===== src/include/host_port_cfg.svh =====
// Strap positions, codes and address map of the card host port.
// Assumes straps and card strobes arrive as asynchronous pins.
// Notes on behaviour
// - Address and data pins wire straight to the card address and data lines.
// - Endian strap 1 gives little endian, 0 big; card use needs little.
// - Memory/register select steers each access to registers or display buffer.
// - High byte enable follows card enable 2, low follows card enable 1.
// - Read strobe follows output enable, write strobe follows write enable.
// - Hold-off stays asserted until read data valid or write data accepted.
// - Wait polarity strap 1 makes hold-off active high, 0 active low.
// - All sixteen straps captured at reset rise, applied after release.
// - Bus mode strap field 111 selects card host operation.
// - Alternate interface strap 1 picks alternate variant, 0 the primary.
// - Clock halving strap 1 divides bus clock by two, 0 undivided.
// - Wait drive strap 1 drives hold-off always, 0 floats when unselected.
// - Port works with bus clock up to 50 MHz.
// - Select low decodes 0 to 1FFFFFh to the 47-byte register set.
// - Select high decodes 200000h to 3FFFFFh to the 2M-byte buffer.
// - Registers repeat every 64 bytes; upper card address bits ignored.
// - After reset select bit 7 of 001h reads 1; only 000h, 001h reachable.
// - Card address bit zero unused; byte lanes come from byte enables.
`ifndef HOST_PORT_CFG_SVH
`define HOST_PORT_CFG_SVH
`define HP_STRAP_W 16
`define HP_MODE_MSB 3
`define HP_MODE_LSB 1
`define HP_MODE_PCCARD 3'h7
`define HP_ENDIAN_BIT 4
`define HP_WAITPOL_BIT 5
`define HP_ALTIF_BIT 11
`define HP_HALVE_BIT 12
`define HP_WDRIVE_BIT 15
`define HP_REG_BYTES 6'h2f
`define HP_REG_WORD_W 5
`define HP_MISC_RST 8'h80
`define HP_LOCK_BIT 7
`define HP_BUS_CLK_MAX_MHZ 50
`define HP_CLK_MHZ 25
`endif


===== src/include/host_port_pkg.sv =====
// Types shared by the card host port modules.
// Assumes the cfg header supplies all numbers.
package host_port_pkg;
  typedef enum logic [2:0] {
    ST_IDLE,
    ST_REG,
    ST_REG_RD,
    ST_MEM,
    ST_DONE
  } hp_state_t;
endpackage


===== src/pc_card_host_port.sv =====
// Card host port: strap capture, strobe sync, register/buffer decode.
// Assumes clock_i is the bus interface clock and the display
// buffer arbiter answers mem_req_o with a one-cycle mem_ack_i.
`timescale 1ns/1ps
`include "host_port_cfg.svh"
module pc_card_host_port #(
  parameter logic [7:0] ID_CODE = 8'h5a  // Arbitrary value
) (
  input wire logic clock_i,              // Bus interface clock
  input wire logic rst_n_i,              // Sync reset, active low
  input wire logic [15:0] cfg_straps_i,  // Configuration straps
  input wire logic chip_select_n_i,      // Chip select
  input wire logic mem_reg_sel_i,        // 1 buffer, 0 registers
  input wire logic high_byte_enable_n_i, // From card enable 2
  input wire logic low_byte_enable_n_i,  // From card enable 1
  input wire logic read_strobe_n_i,      // From output enable
  input wire logic write_strobe_n_i,     // From write enable
  input wire logic bus_start_n_i,        // Held high, no function
  input wire logic [20:0] host_addr_in_i, // Card address
  input wire logic [15:0] host_data_bus_i, // Data pins in
  output logic [15:0] host_data_bus_o,   // Data pins out
  output logic host_data_bus_oe_o,       // Data pins driven
  output logic hold_off_o,               // Wait level
  output logic hold_off_oe_o,            // Wait pin driven
  input wire logic refresh_busy_i,       // Display owns registers
  output logic mem_req_o,                // Buffer request
  output logic mem_we_o,                 // Buffer write
  output logic [19:0] mem_addr_o,        // Buffer word address
  output logic [1:0] mem_be_o,           // Buffer byte enables
  output logic [15:0] mem_wdata_o,       // Buffer write data
  input wire logic [15:0] mem_rdata_i,   // Buffer read data
  input wire logic mem_ack_i,            // Buffer done pulse
  output logic pccard_mode_o,            // Card mode selected
  output logic little_endian_o,          // Endian strap
  output logic alt_if_o,                 // Alternate variant
  output logic clk_halved_o,             // Clock halving on
  output logic reg_locked_o              // Select bit 7 set
);

  // Synchronised pin levels
  logic [42:0] pin_lvl;
  logic [15:0] strap_lvl;
  logic cs_n_s;
  logic mr_s;
  logic hbe_n_s;
  logic lbe_n_s;
  logic rd_n_s;
  logic wr_n_s;
  logic [20:0] addr_s;
  logic [15:0] data_s;

  // Captured configuration
  logic [15:0] strap_ff;
  logic mode_ok_ff;

  // Access state
  host_port_pkg::hp_state_t state_ff;
  host_port_pkg::hp_state_t nxt_state;
  logic acc_rd_ff;
  logic acc_we_ff;
  logic [1:0] acc_be_ff;
  logic [19:0] acc_word_ff;
  logic [15:0] acc_data_ff;
  logic [15:0] rd_word_ff;
  logic [7:0] misc_ff;
  logic tick_ff;
  logic mem_req_ff;
  logic hold_off_ff;
  logic hold_off_oe_ff;
  logic [15:0] dout_ff;
  logic dout_oe_ff;

  // Decode wires
  logic sel;
  logic rd_act;
  logic wr_act;
  logic [1:0] be_act;
  logic [1:0] be_int;
  logic [15:0] wdata_int;
  logic start;
  logic strobe_gone;
  logic en;
  logic [4:0] widx;
  logic word0;
  logic lo_ok;
  logic hi_ok;
  logic word_ok;
  logic reg_go;
  logic [1:0] reg_we;
  logic misc_we;
  logic [15:0] reg_rdata;
  logic [15:0] reg_word;
  logic wait_act;
  logic [15:0] host_word;

  pin_sync #(
    .WIDTH(43)
  ) u_pin_sync (
    .clock_i(clock_i),
    .pin_i({chip_select_n_i, mem_reg_sel_i, high_byte_enable_n_i,
            low_byte_enable_n_i, read_strobe_n_i, write_strobe_n_i,
            host_addr_in_i, host_data_bus_i}),
    .level_o(pin_lvl)
  );

  pin_sync #(
    .WIDTH(`HP_STRAP_W)
  ) u_strap_sync (
    .clock_i(clock_i),
    .pin_i(cfg_straps_i),
    .level_o(strap_lvl)
  );

  // Split synchronised bundle
  assign cs_n_s = pin_lvl[42];
  assign mr_s = pin_lvl[41];
  assign hbe_n_s = pin_lvl[40];
  assign lbe_n_s = pin_lvl[39];
  assign rd_n_s = pin_lvl[38];
  assign wr_n_s = pin_lvl[37];
  assign addr_s = pin_lvl[36:16];
  assign data_s = pin_lvl[15:0];

  // track straps while reset is low, freeze at release
  always_ff @(posedge clock_i) begin
    if (!rst_n_i) begin
      strap_ff <= strap_lvl;
    end
  end

  // card mode only with field 111
  always_ff @(posedge clock_i) begin
    if (!rst_n_i) begin
      mode_ok_ff <= 1'b0;
    end else begin
      mode_ok_ff <= (strap_ff[`HP_MODE_MSB:`HP_MODE_LSB] == `HP_MODE_PCCARD);
    end
  end

  // single clock, rated to 50 MHz
  // one-cycle enable, every other edge when halved
  always_ff @(posedge clock_i) begin
    if (!rst_n_i) begin
      tick_ff <= 1'b0;
    end else begin
      tick_ff <= ~tick_ff;
    end
  end
  assign en = ~strap_ff[`HP_HALVE_BIT] | tick_ff;

  // Bus start pin left unread, it has no use in card mode
  // selected only while chip select low in card mode
  assign sel = mode_ok_ff & ~cs_n_s;
  // strobes follow output and write enables
  assign rd_act = ~rd_n_s;
  assign wr_act = ~wr_n_s;
  // either enable low activates its lane
  assign be_act = ~{hbe_n_s, lbe_n_s};
  assign be_int = strap_ff[`HP_ENDIAN_BIT] ? be_act : {be_act[0], be_act[1]};
  assign wdata_int = strap_ff[`HP_ENDIAN_BIT] ? data_s : {data_s[7:0], data_s[15:8]};
  // Both strobes together is ignored as illegal
  assign start = sel & (rd_act ^ wr_act) & (|be_act);
  assign strobe_gone = ~sel | ~(rd_act | wr_act) | ~(|be_act);

  // word index wraps every 64 bytes
  assign widx = acc_word_ff[4:0];
  assign word0 = (widx == 5'h00);
  // only the first 47 bytes exist
  assign lo_ok = ({widx, 1'b0} < `HP_REG_BYTES);
  assign hi_ok = ({widx, 1'b1} < `HP_REG_BYTES);
  // only offsets 000h and 001h while locked
  assign word_ok = ~misc_ff[`HP_LOCK_BIT] | word0;

  // register access waits out display refresh
  assign reg_go = (state_ff == host_port_pkg::ST_REG) & en & ~refresh_busy_i;
  // offset 000h read-only, 001h holds the select bit
  assign misc_we = reg_go & ~acc_rd_ff & word0 & acc_be_ff[1];
  // Write lanes trimmed to the bytes that exist
  assign reg_we = (reg_go & ~acc_rd_ff & word_ok & ~word0) ?
                  (acc_be_ff & {hi_ok, lo_ok}) : 2'b00;

  // Register words, read data one edge after the index
  reg_mem #(
    .AW(`HP_REG_WORD_W)
  ) u_reg_mem (
    .clock_i(clock_i),
    .addr_i(widx),
    .we_i(reg_we),
    .wdata_i(acc_data_ff),
    .rdata_o(reg_rdata)
  );

  // Register read word, absent bytes read zero
  assign reg_word = word0 ? {misc_ff, ID_CODE} :
                    (word_ok ? (reg_rdata & {{8{hi_ok}}, {8{lo_ok}}}) : 16'h0000);

  // Next state of the access sequencer
  always_comb begin
    nxt_state = state_ff;
    case (state_ff)
      host_port_pkg::ST_IDLE: begin
        if (en && start) begin
          nxt_state = mr_s ? host_port_pkg::ST_MEM : host_port_pkg::ST_REG;
        end
      end
      host_port_pkg::ST_REG: begin
        if (reg_go) begin
          nxt_state = acc_rd_ff ? host_port_pkg::ST_REG_RD : host_port_pkg::ST_DONE;
        end
      end
      host_port_pkg::ST_REG_RD: begin
        nxt_state = host_port_pkg::ST_DONE;
      end
      host_port_pkg::ST_MEM: begin
        // Ack checked every edge so a halved clock cannot miss it
        if (mem_ack_i) begin
          nxt_state = host_port_pkg::ST_DONE;
        end
      end
      host_port_pkg::ST_DONE: begin
        if (en && strobe_gone) begin
          nxt_state = host_port_pkg::ST_IDLE;
        end
      end
      default: begin
        nxt_state = host_port_pkg::ST_IDLE;
      end
    endcase
  end

  // State register
  always_ff @(posedge clock_i) begin
    if (!rst_n_i) begin
      state_ff <= host_port_pkg::ST_IDLE;
    end else begin
      state_ff <= nxt_state;
    end
  end

  // latch request; address bit zero dropped, lanes from enables
  always_ff @(posedge clock_i) begin
    if (!rst_n_i) begin
      acc_rd_ff <= 1'b0;
      acc_we_ff <= 1'b1;
      acc_be_ff <= 2'b00;
      acc_word_ff <= 20'h00000;
      acc_data_ff <= 16'h0000;
    end else if (state_ff == host_port_pkg::ST_IDLE && en && start) begin
      acc_rd_ff <= rd_act;
      acc_we_ff <= wr_act;
      acc_be_ff <= be_int;
      acc_word_ff <= addr_s[20:1];
      acc_data_ff <= wdata_int;
    end
  end

  // select bit set at reset, cleared by software
  always_ff @(posedge clock_i) begin
    if (!rst_n_i) begin
      misc_ff <= `HP_MISC_RST;
    end else if (misc_we) begin
      misc_ff <= acc_data_ff[15:8];
    end
  end

  always_ff @(posedge clock_i) begin
    if (!rst_n_i) begin
      mem_req_ff <= 1'b0;
    end else if (state_ff == host_port_pkg::ST_IDLE && en && start && mr_s) begin
      mem_req_ff <= 1'b1;
    end else if (mem_ack_i) begin
      mem_req_ff <= 1'b0;
    end
  end

  // Read word captured from registers or buffer
  always_ff @(posedge clock_i) begin
    if (!rst_n_i) begin
      rd_word_ff <= 16'h0000;
    end else if (state_ff == host_port_pkg::ST_REG_RD) begin
      rd_word_ff <= reg_word;
    end else if (state_ff == host_port_pkg::ST_MEM && mem_ack_i && acc_rd_ff) begin
      rd_word_ff <= mem_rdata_i;
    end
  end

  // present read data in the strapped byte order
  assign host_word = strap_ff[`HP_ENDIAN_BIT] ? rd_word_ff :
                     {rd_word_ff[7:0], rd_word_ff[15:8]};

  // drive data only while a read is finished and still strobed
  always_ff @(posedge clock_i) begin
    if (!rst_n_i) begin
      dout_ff <= 16'h0000;
      dout_oe_ff <= 1'b0;
    end else begin
      dout_ff <= host_word;
      dout_oe_ff <= (state_ff == host_port_pkg::ST_DONE) & acc_rd_ff & sel & rd_act;
    end
  end

  // hold off from strobe until the transfer is done
  assign wait_act = sel & (rd_act | wr_act) & (|be_act) &
                    (state_ff != host_port_pkg::ST_DONE);

  // polarity strap; drive strap sets the enable
  always_ff @(posedge clock_i) begin
    if (!rst_n_i) begin
      hold_off_ff <= 1'b0;
      hold_off_oe_ff <= 1'b0;
    end else begin
      hold_off_ff <= strap_ff[`HP_WAITPOL_BIT] ? wait_act : ~wait_act;
      hold_off_oe_ff <= strap_ff[`HP_WDRIVE_BIT] | sel;
    end
  end

  // Outputs straight from flops
  // data pins wired straight
  assign host_data_bus_o = dout_ff;
  assign host_data_bus_oe_o = dout_oe_ff;
  assign hold_off_o = hold_off_ff;
  assign hold_off_oe_o = hold_off_oe_ff;
  assign mem_req_o = mem_req_ff;
  assign mem_we_o = acc_we_ff;
  assign mem_addr_o = acc_word_ff;
  assign mem_be_o = acc_be_ff;
  assign mem_wdata_o = acc_data_ff;
  // alternate variant flag for the rest of the host logic
  assign alt_if_o = strap_ff[`HP_ALTIF_BIT];
  assign pccard_mode_o = mode_ok_ff;
  assign little_endian_o = strap_ff[`HP_ENDIAN_BIT];
  assign clk_halved_o = strap_ff[`HP_HALVE_BIT];
  assign reg_locked_o = misc_ff[`HP_LOCK_BIT];

endmodule


===== src/pin_sync.sv =====
// Three-stage synchroniser for asynchronous pins.
// Assumes inputs are levels; output moves only when stages two and three agree.
`timescale 1ns/1ps
module pin_sync #(
  parameter int WIDTH = 1
) (
  input wire logic clock_i,             // Bus interface clock
  input wire logic [WIDTH-1:0] pin_i,   // Asynchronous pins
  output logic [WIDTH-1:0] level_o      // Filtered level
);
  logic [WIDTH-1:0] s1_ff;
  logic [WIDTH-1:0] s2_ff;
  logic [WIDTH-1:0] s3_ff;
  logic [WIDTH-1:0] lvl_ff;

  // Shift chain; no reset so straps flow through while reset is held
  always_ff @(posedge clock_i) begin
    s1_ff <= pin_i;
    s2_ff <= s1_ff;
    s3_ff <= s2_ff;
  end

  // Per-bit agreement filter
  for (genvar i = 0; i < WIDTH; i++) begin : g_bit
    always_ff @(posedge clock_i) begin
      if (s2_ff[i] == s3_ff[i]) begin
        lvl_ff[i] <= s3_ff[i];
      end
    end
  end

  assign level_o = lvl_ff;
endmodule


===== src/reg_mem.sv =====
// Small word store for the register set, two byte lanes.
// Assumes one access per cycle; read data registered.
`timescale 1ns/1ps
module reg_mem #(
  parameter int AW = 5
) (
  input wire logic clock_i,          // Bus interface clock
  input wire logic [AW-1:0] addr_i,  // Word index
  input wire logic [1:0] we_i,       // Byte write enables
  input wire logic [15:0] wdata_i,   // Write data
  output logic [15:0] rdata_o        // Registered read data
);
  logic [15:0] mem [0:(1<<AW)-1];
  logic [15:0] rdata_ff;

  // Lane writes and registered read
  always_ff @(posedge clock_i) begin
    if (we_i[0]) begin
      mem[addr_i][7:0] <= wdata_i[7:0];
    end
    if (we_i[1]) begin
      mem[addr_i][15:8] <= wdata_i[15:8];
    end
    rdata_ff <= mem[addr_i];
  end

  assign rdata_o = rdata_ff;
endmodule


===== config.mk =====
export PLATFORM = sky130hd
export DESIGN_NAME = pc_card_host_port
export DESIGN_NICKNAME = d
export VERILOG_FILES = /design/src/include/host_port_pkg.sv /design/src/pc_card_host_port.sv /design/src/pin_sync.sv /design/src/reg_mem.sv
export VERILOG_INCLUDE_DIRS = /design/src /design/src/include
export SDC_FILE = /design/constraint.sdc
export NUM_CORES = 1
export LEC_CHECK = 0
export BUFFER_PORTS_ARGS = -buffer_cell sky130_fd_sc_hd__buf_2
export CORE_MARGIN = 2
export CORE_UTILIZATION = 37
export CTS_CLUSTER_SIZE = 20
export DETAILED_ROUTE_END_ITERATION = 7
export PLACE_DENSITY = 0.57
export SYNTH_ARGS = -nofsm -noshare
export SYNTH_HDL_FRONTEND = slang
export SYNTH_SLANG_ARGS = --single-unit

===== constraint.sdc =====
create_clock -name clock_i -period 3.5 [get_ports clock_i]
set_input_delay 0.525 -clock clock_i [delete_from_list [all_inputs] [get_ports clock_i]]
set_output_delay 0.525 -clock clock_i [all_outputs]
set_load 0.02 [all_outputs]

==> flow_summary.toml <==
[status]
status = "completed"

[pwr]
power_density_nw_per_um2 = 559.8
max-vdd-ir-drop_mv = 0.4490
p_leak_uw = 0.01217

[yosys]
ys_warn_count = 0
synth_edf_count = 570
synthCells = 1786
ys_ff_latch = 825
synth_area_um2 = 29160
ys_seq_area_frac = 0.7622
synth_top_flop_cell = "edfxtp_1"
synth_cell_types = 55
ys_async_sr_fraction = 0
avgSynthCellArea_um2 = 16.32

[final_layout]
mostFrequentLayoutCells = "edfxtp_1, mux2i_1, dfxtp_1, conb_1, buf_2"
finish.utilization = 0.4532
n_fill_cell = 6811
fin_nets = 2286
area_growth_pct = 20.81
drive_above_1_share = 0.1713
final_common_cell = "edfxtp_1"

[route]
num_vias = 16510
wirelength_um = 70960
vias_per_cell = 4.982
detail-route-antenna-nets = 0
drc_errors = 0
first_pass_iters = 5
drtIter0Drc = 1378
wl_per_cell_um = 21.42

[die]
core_um2 = 77720
num_rows = 102
die_y_um = 284.7
initial_core_util = 0.3751
die_w_um = 284.7
ios = 144
die_area_um2 = 81060

[sta]
clock.fmax_ghz = 0.3235
setup_viol = 0
finalCritPeriodShare = 0.8833
final_max_slew_viol_count = 0
rsz0062_at_grt = "false"
finalSetupTns_ps = 0
tightest_slew_ps = 1034
clock_skew_ps = 30.96
finalHoldViolations = 0
slew_headroom = 0.3071
period_needed_ps = 3091

[clock_network]
htree_levels = 3
ctsLongestPathBuffers = 3
clk_pin_slew_ps = 60
clkSinkCount = 825
post_cts_buffers = 0
clock_latency_ps = 650
root_buffer = "clkbuf_16"
cts_buffers = 81
cts_tree = "yes"

[worst_setup_path]
critPathTopFamily = "simple AND/OR/NAND/NOR gates"
critPathRequiredTime_ps = 3980
path_cells = "or4bb_1, buf_4, o22ai_1, nor4_1, nand2_1"
crit_slowest_cell = "dfxtp_1"
worst-setup-path-type = "reg2reg"
r2r_slack_ps = 410
cp.arrival_ps = 3570
critPathBufInv = 1
slowest_delay_ps = 940
path_max_fanout = 27
cp-end-kind = "flip-flop"
start_kind = "flip-flop"

[global_route]
grt_pass1_wl_um = 104700
grt_max_degree = 77
grt_use_total = 0.1736
gr-total-overflow = 0
grt_antenna_before_repair = 6
grt_pass1_vias = 16580

[placement]
port_buffers = 133
place.gp.congestion = 0.8265
dp_hpwl_um = 46710

[run]
maxCapViolCount = 0

[worst_hold_path]
min_path_type = "in2reg"
final timing paths:
path | startpoint | endpoint | cells past startpoint
setup / recovery | mem_addr_o[4] | u_reg_mem.rdata_o[9] | 5
hold / removal | rst_n_i | misc_ff[6] | 3
setup reg to reg | mem_addr_o[4] | u_reg_mem.rdata_o[9] | 5
hold reg to reg | u_pin_sync.s1_ff[31] | u_pin_sync.s2_ff[31] | 0
metrics by stage:
step,instance area [um2],cells,total power [uW],setup WS (ps),hold WS [ps]
after floorplan,29720,1937,11120,672.9,309.6
after global placement,32080,3112,11290,533.4,311.6
after detailed placement,32080,3112,11300,521.8,312.1
after CTS,35220,3311,19900,520.0,159.6
after global routing,35220,3311,20360,312.5,195.0
final,35220,3313,19720,408.6,187.6
registers in the layout (all words and copies together), names as in the netlist, 16 cells and up:
signal,flops
mem_wdata_o,16
u_reg_mem.mem,512
rd_word_ff,16
u_pin_sync.level_o,42
u_pin_sync.s1_ff,42
u_pin_sync.s3_ff,42
u_reg_mem.rdata_o,16
mem_addr_o,20
u_pin_sync.s2_ff,42
host_data_bus_o,16
synthesized netlist by cell type (2+ instances only):
cell type  count  share of area
nor2_1        50         0.0064
or3b_2         2        0.00060
a21oi_1       64          0.011
edfxtp_1     570           0.59
nor4_2         2        0.00086
or4b_1         3         0.0010
nand3b_1       4         0.0010
o21ai_0       25         0.0043
nand2b_1       5         0.0011
o22ai_1      132          0.028
a31oi_1        2        0.00043
or4bb_1        4         0.0015
a211o_1        2        0.00060
dfxtp_1      255           0.18
nand3_1       24         0.0041
nand4b_1       7         0.0021
nor3_1         7         0.0012
nor4_1        53          0.011
clkbuf_1      53         0.0068
mux2i_1      298           0.10
or4b_2         8         0.0027
xnor2_1       50          0.015
buf_6          8         0.0031
inv_1          3        0.00039
nor2b_1        6         0.0013
or3_1          3        0.00064
a211oi_1      17         0.0044
o221ai_1      11         0.0033
nand2_1       41         0.0053
buf_1          8         0.0010
nand4_1        5         0.0011
buf_2         38         0.0065
and4_1         3        0.00090
nand4bb_1      2        0.00077
cell families (layout without fill, tap and decap cells):
kind of cell	after synthesis	in the layout	share of synthesized area
mux	298	298	0.1023
flops	825	825	0.7622
fa+ha+maj	1	1	0.0004291
compound gates	262	262	0.05506
other cells	1	154	0.0001286
simple gates	236	236	0.04631
xor+xnor	51	51	0.01532
buf+inv	112	446	0.01828
power breakdown:
part           internal [uW]  switching [uW]
logic                    189             239
registers              10600             107
clock network           4880            3700
worst min-delay path, cell delays in order:
cell and delay (ps):
buf_2 130, nand2_1 60, mux2i_1 60
what timing repair did:
action                                 in CTS  in global routing
endpoints found under the hold margin      50                  0
hold buffers                               50                  0
gates resized for setup                     0                  0
area by class of cell:
type,count,area [um2],area share
diodes,2,5.005,0.0001421
clock buffers,107,2207,0.06266
clock inverters,42,431.7,0.01226
inverters,3,11.26,0.0003197
multi-input cells,1000,7004,0.1989
flip-flops and latches,825,22230,0.6310
well taps,1040,1301,0.03694
repair buffers,294,2037,0.05783
routing by layer:
metal  GRT usage  part of all wire  wire length (um)  vias up
met1      0.2319              0.43             30370     8255
met2      0.2810              0.47             33500      507
met5           0           0.00065                46        -
met3     0.03419             0.069              4924      109
met4     0.06395             0.030              2115        8
li1            -                 -                 -     7626
Note: power is estimated with default switching activity, not from simulation.
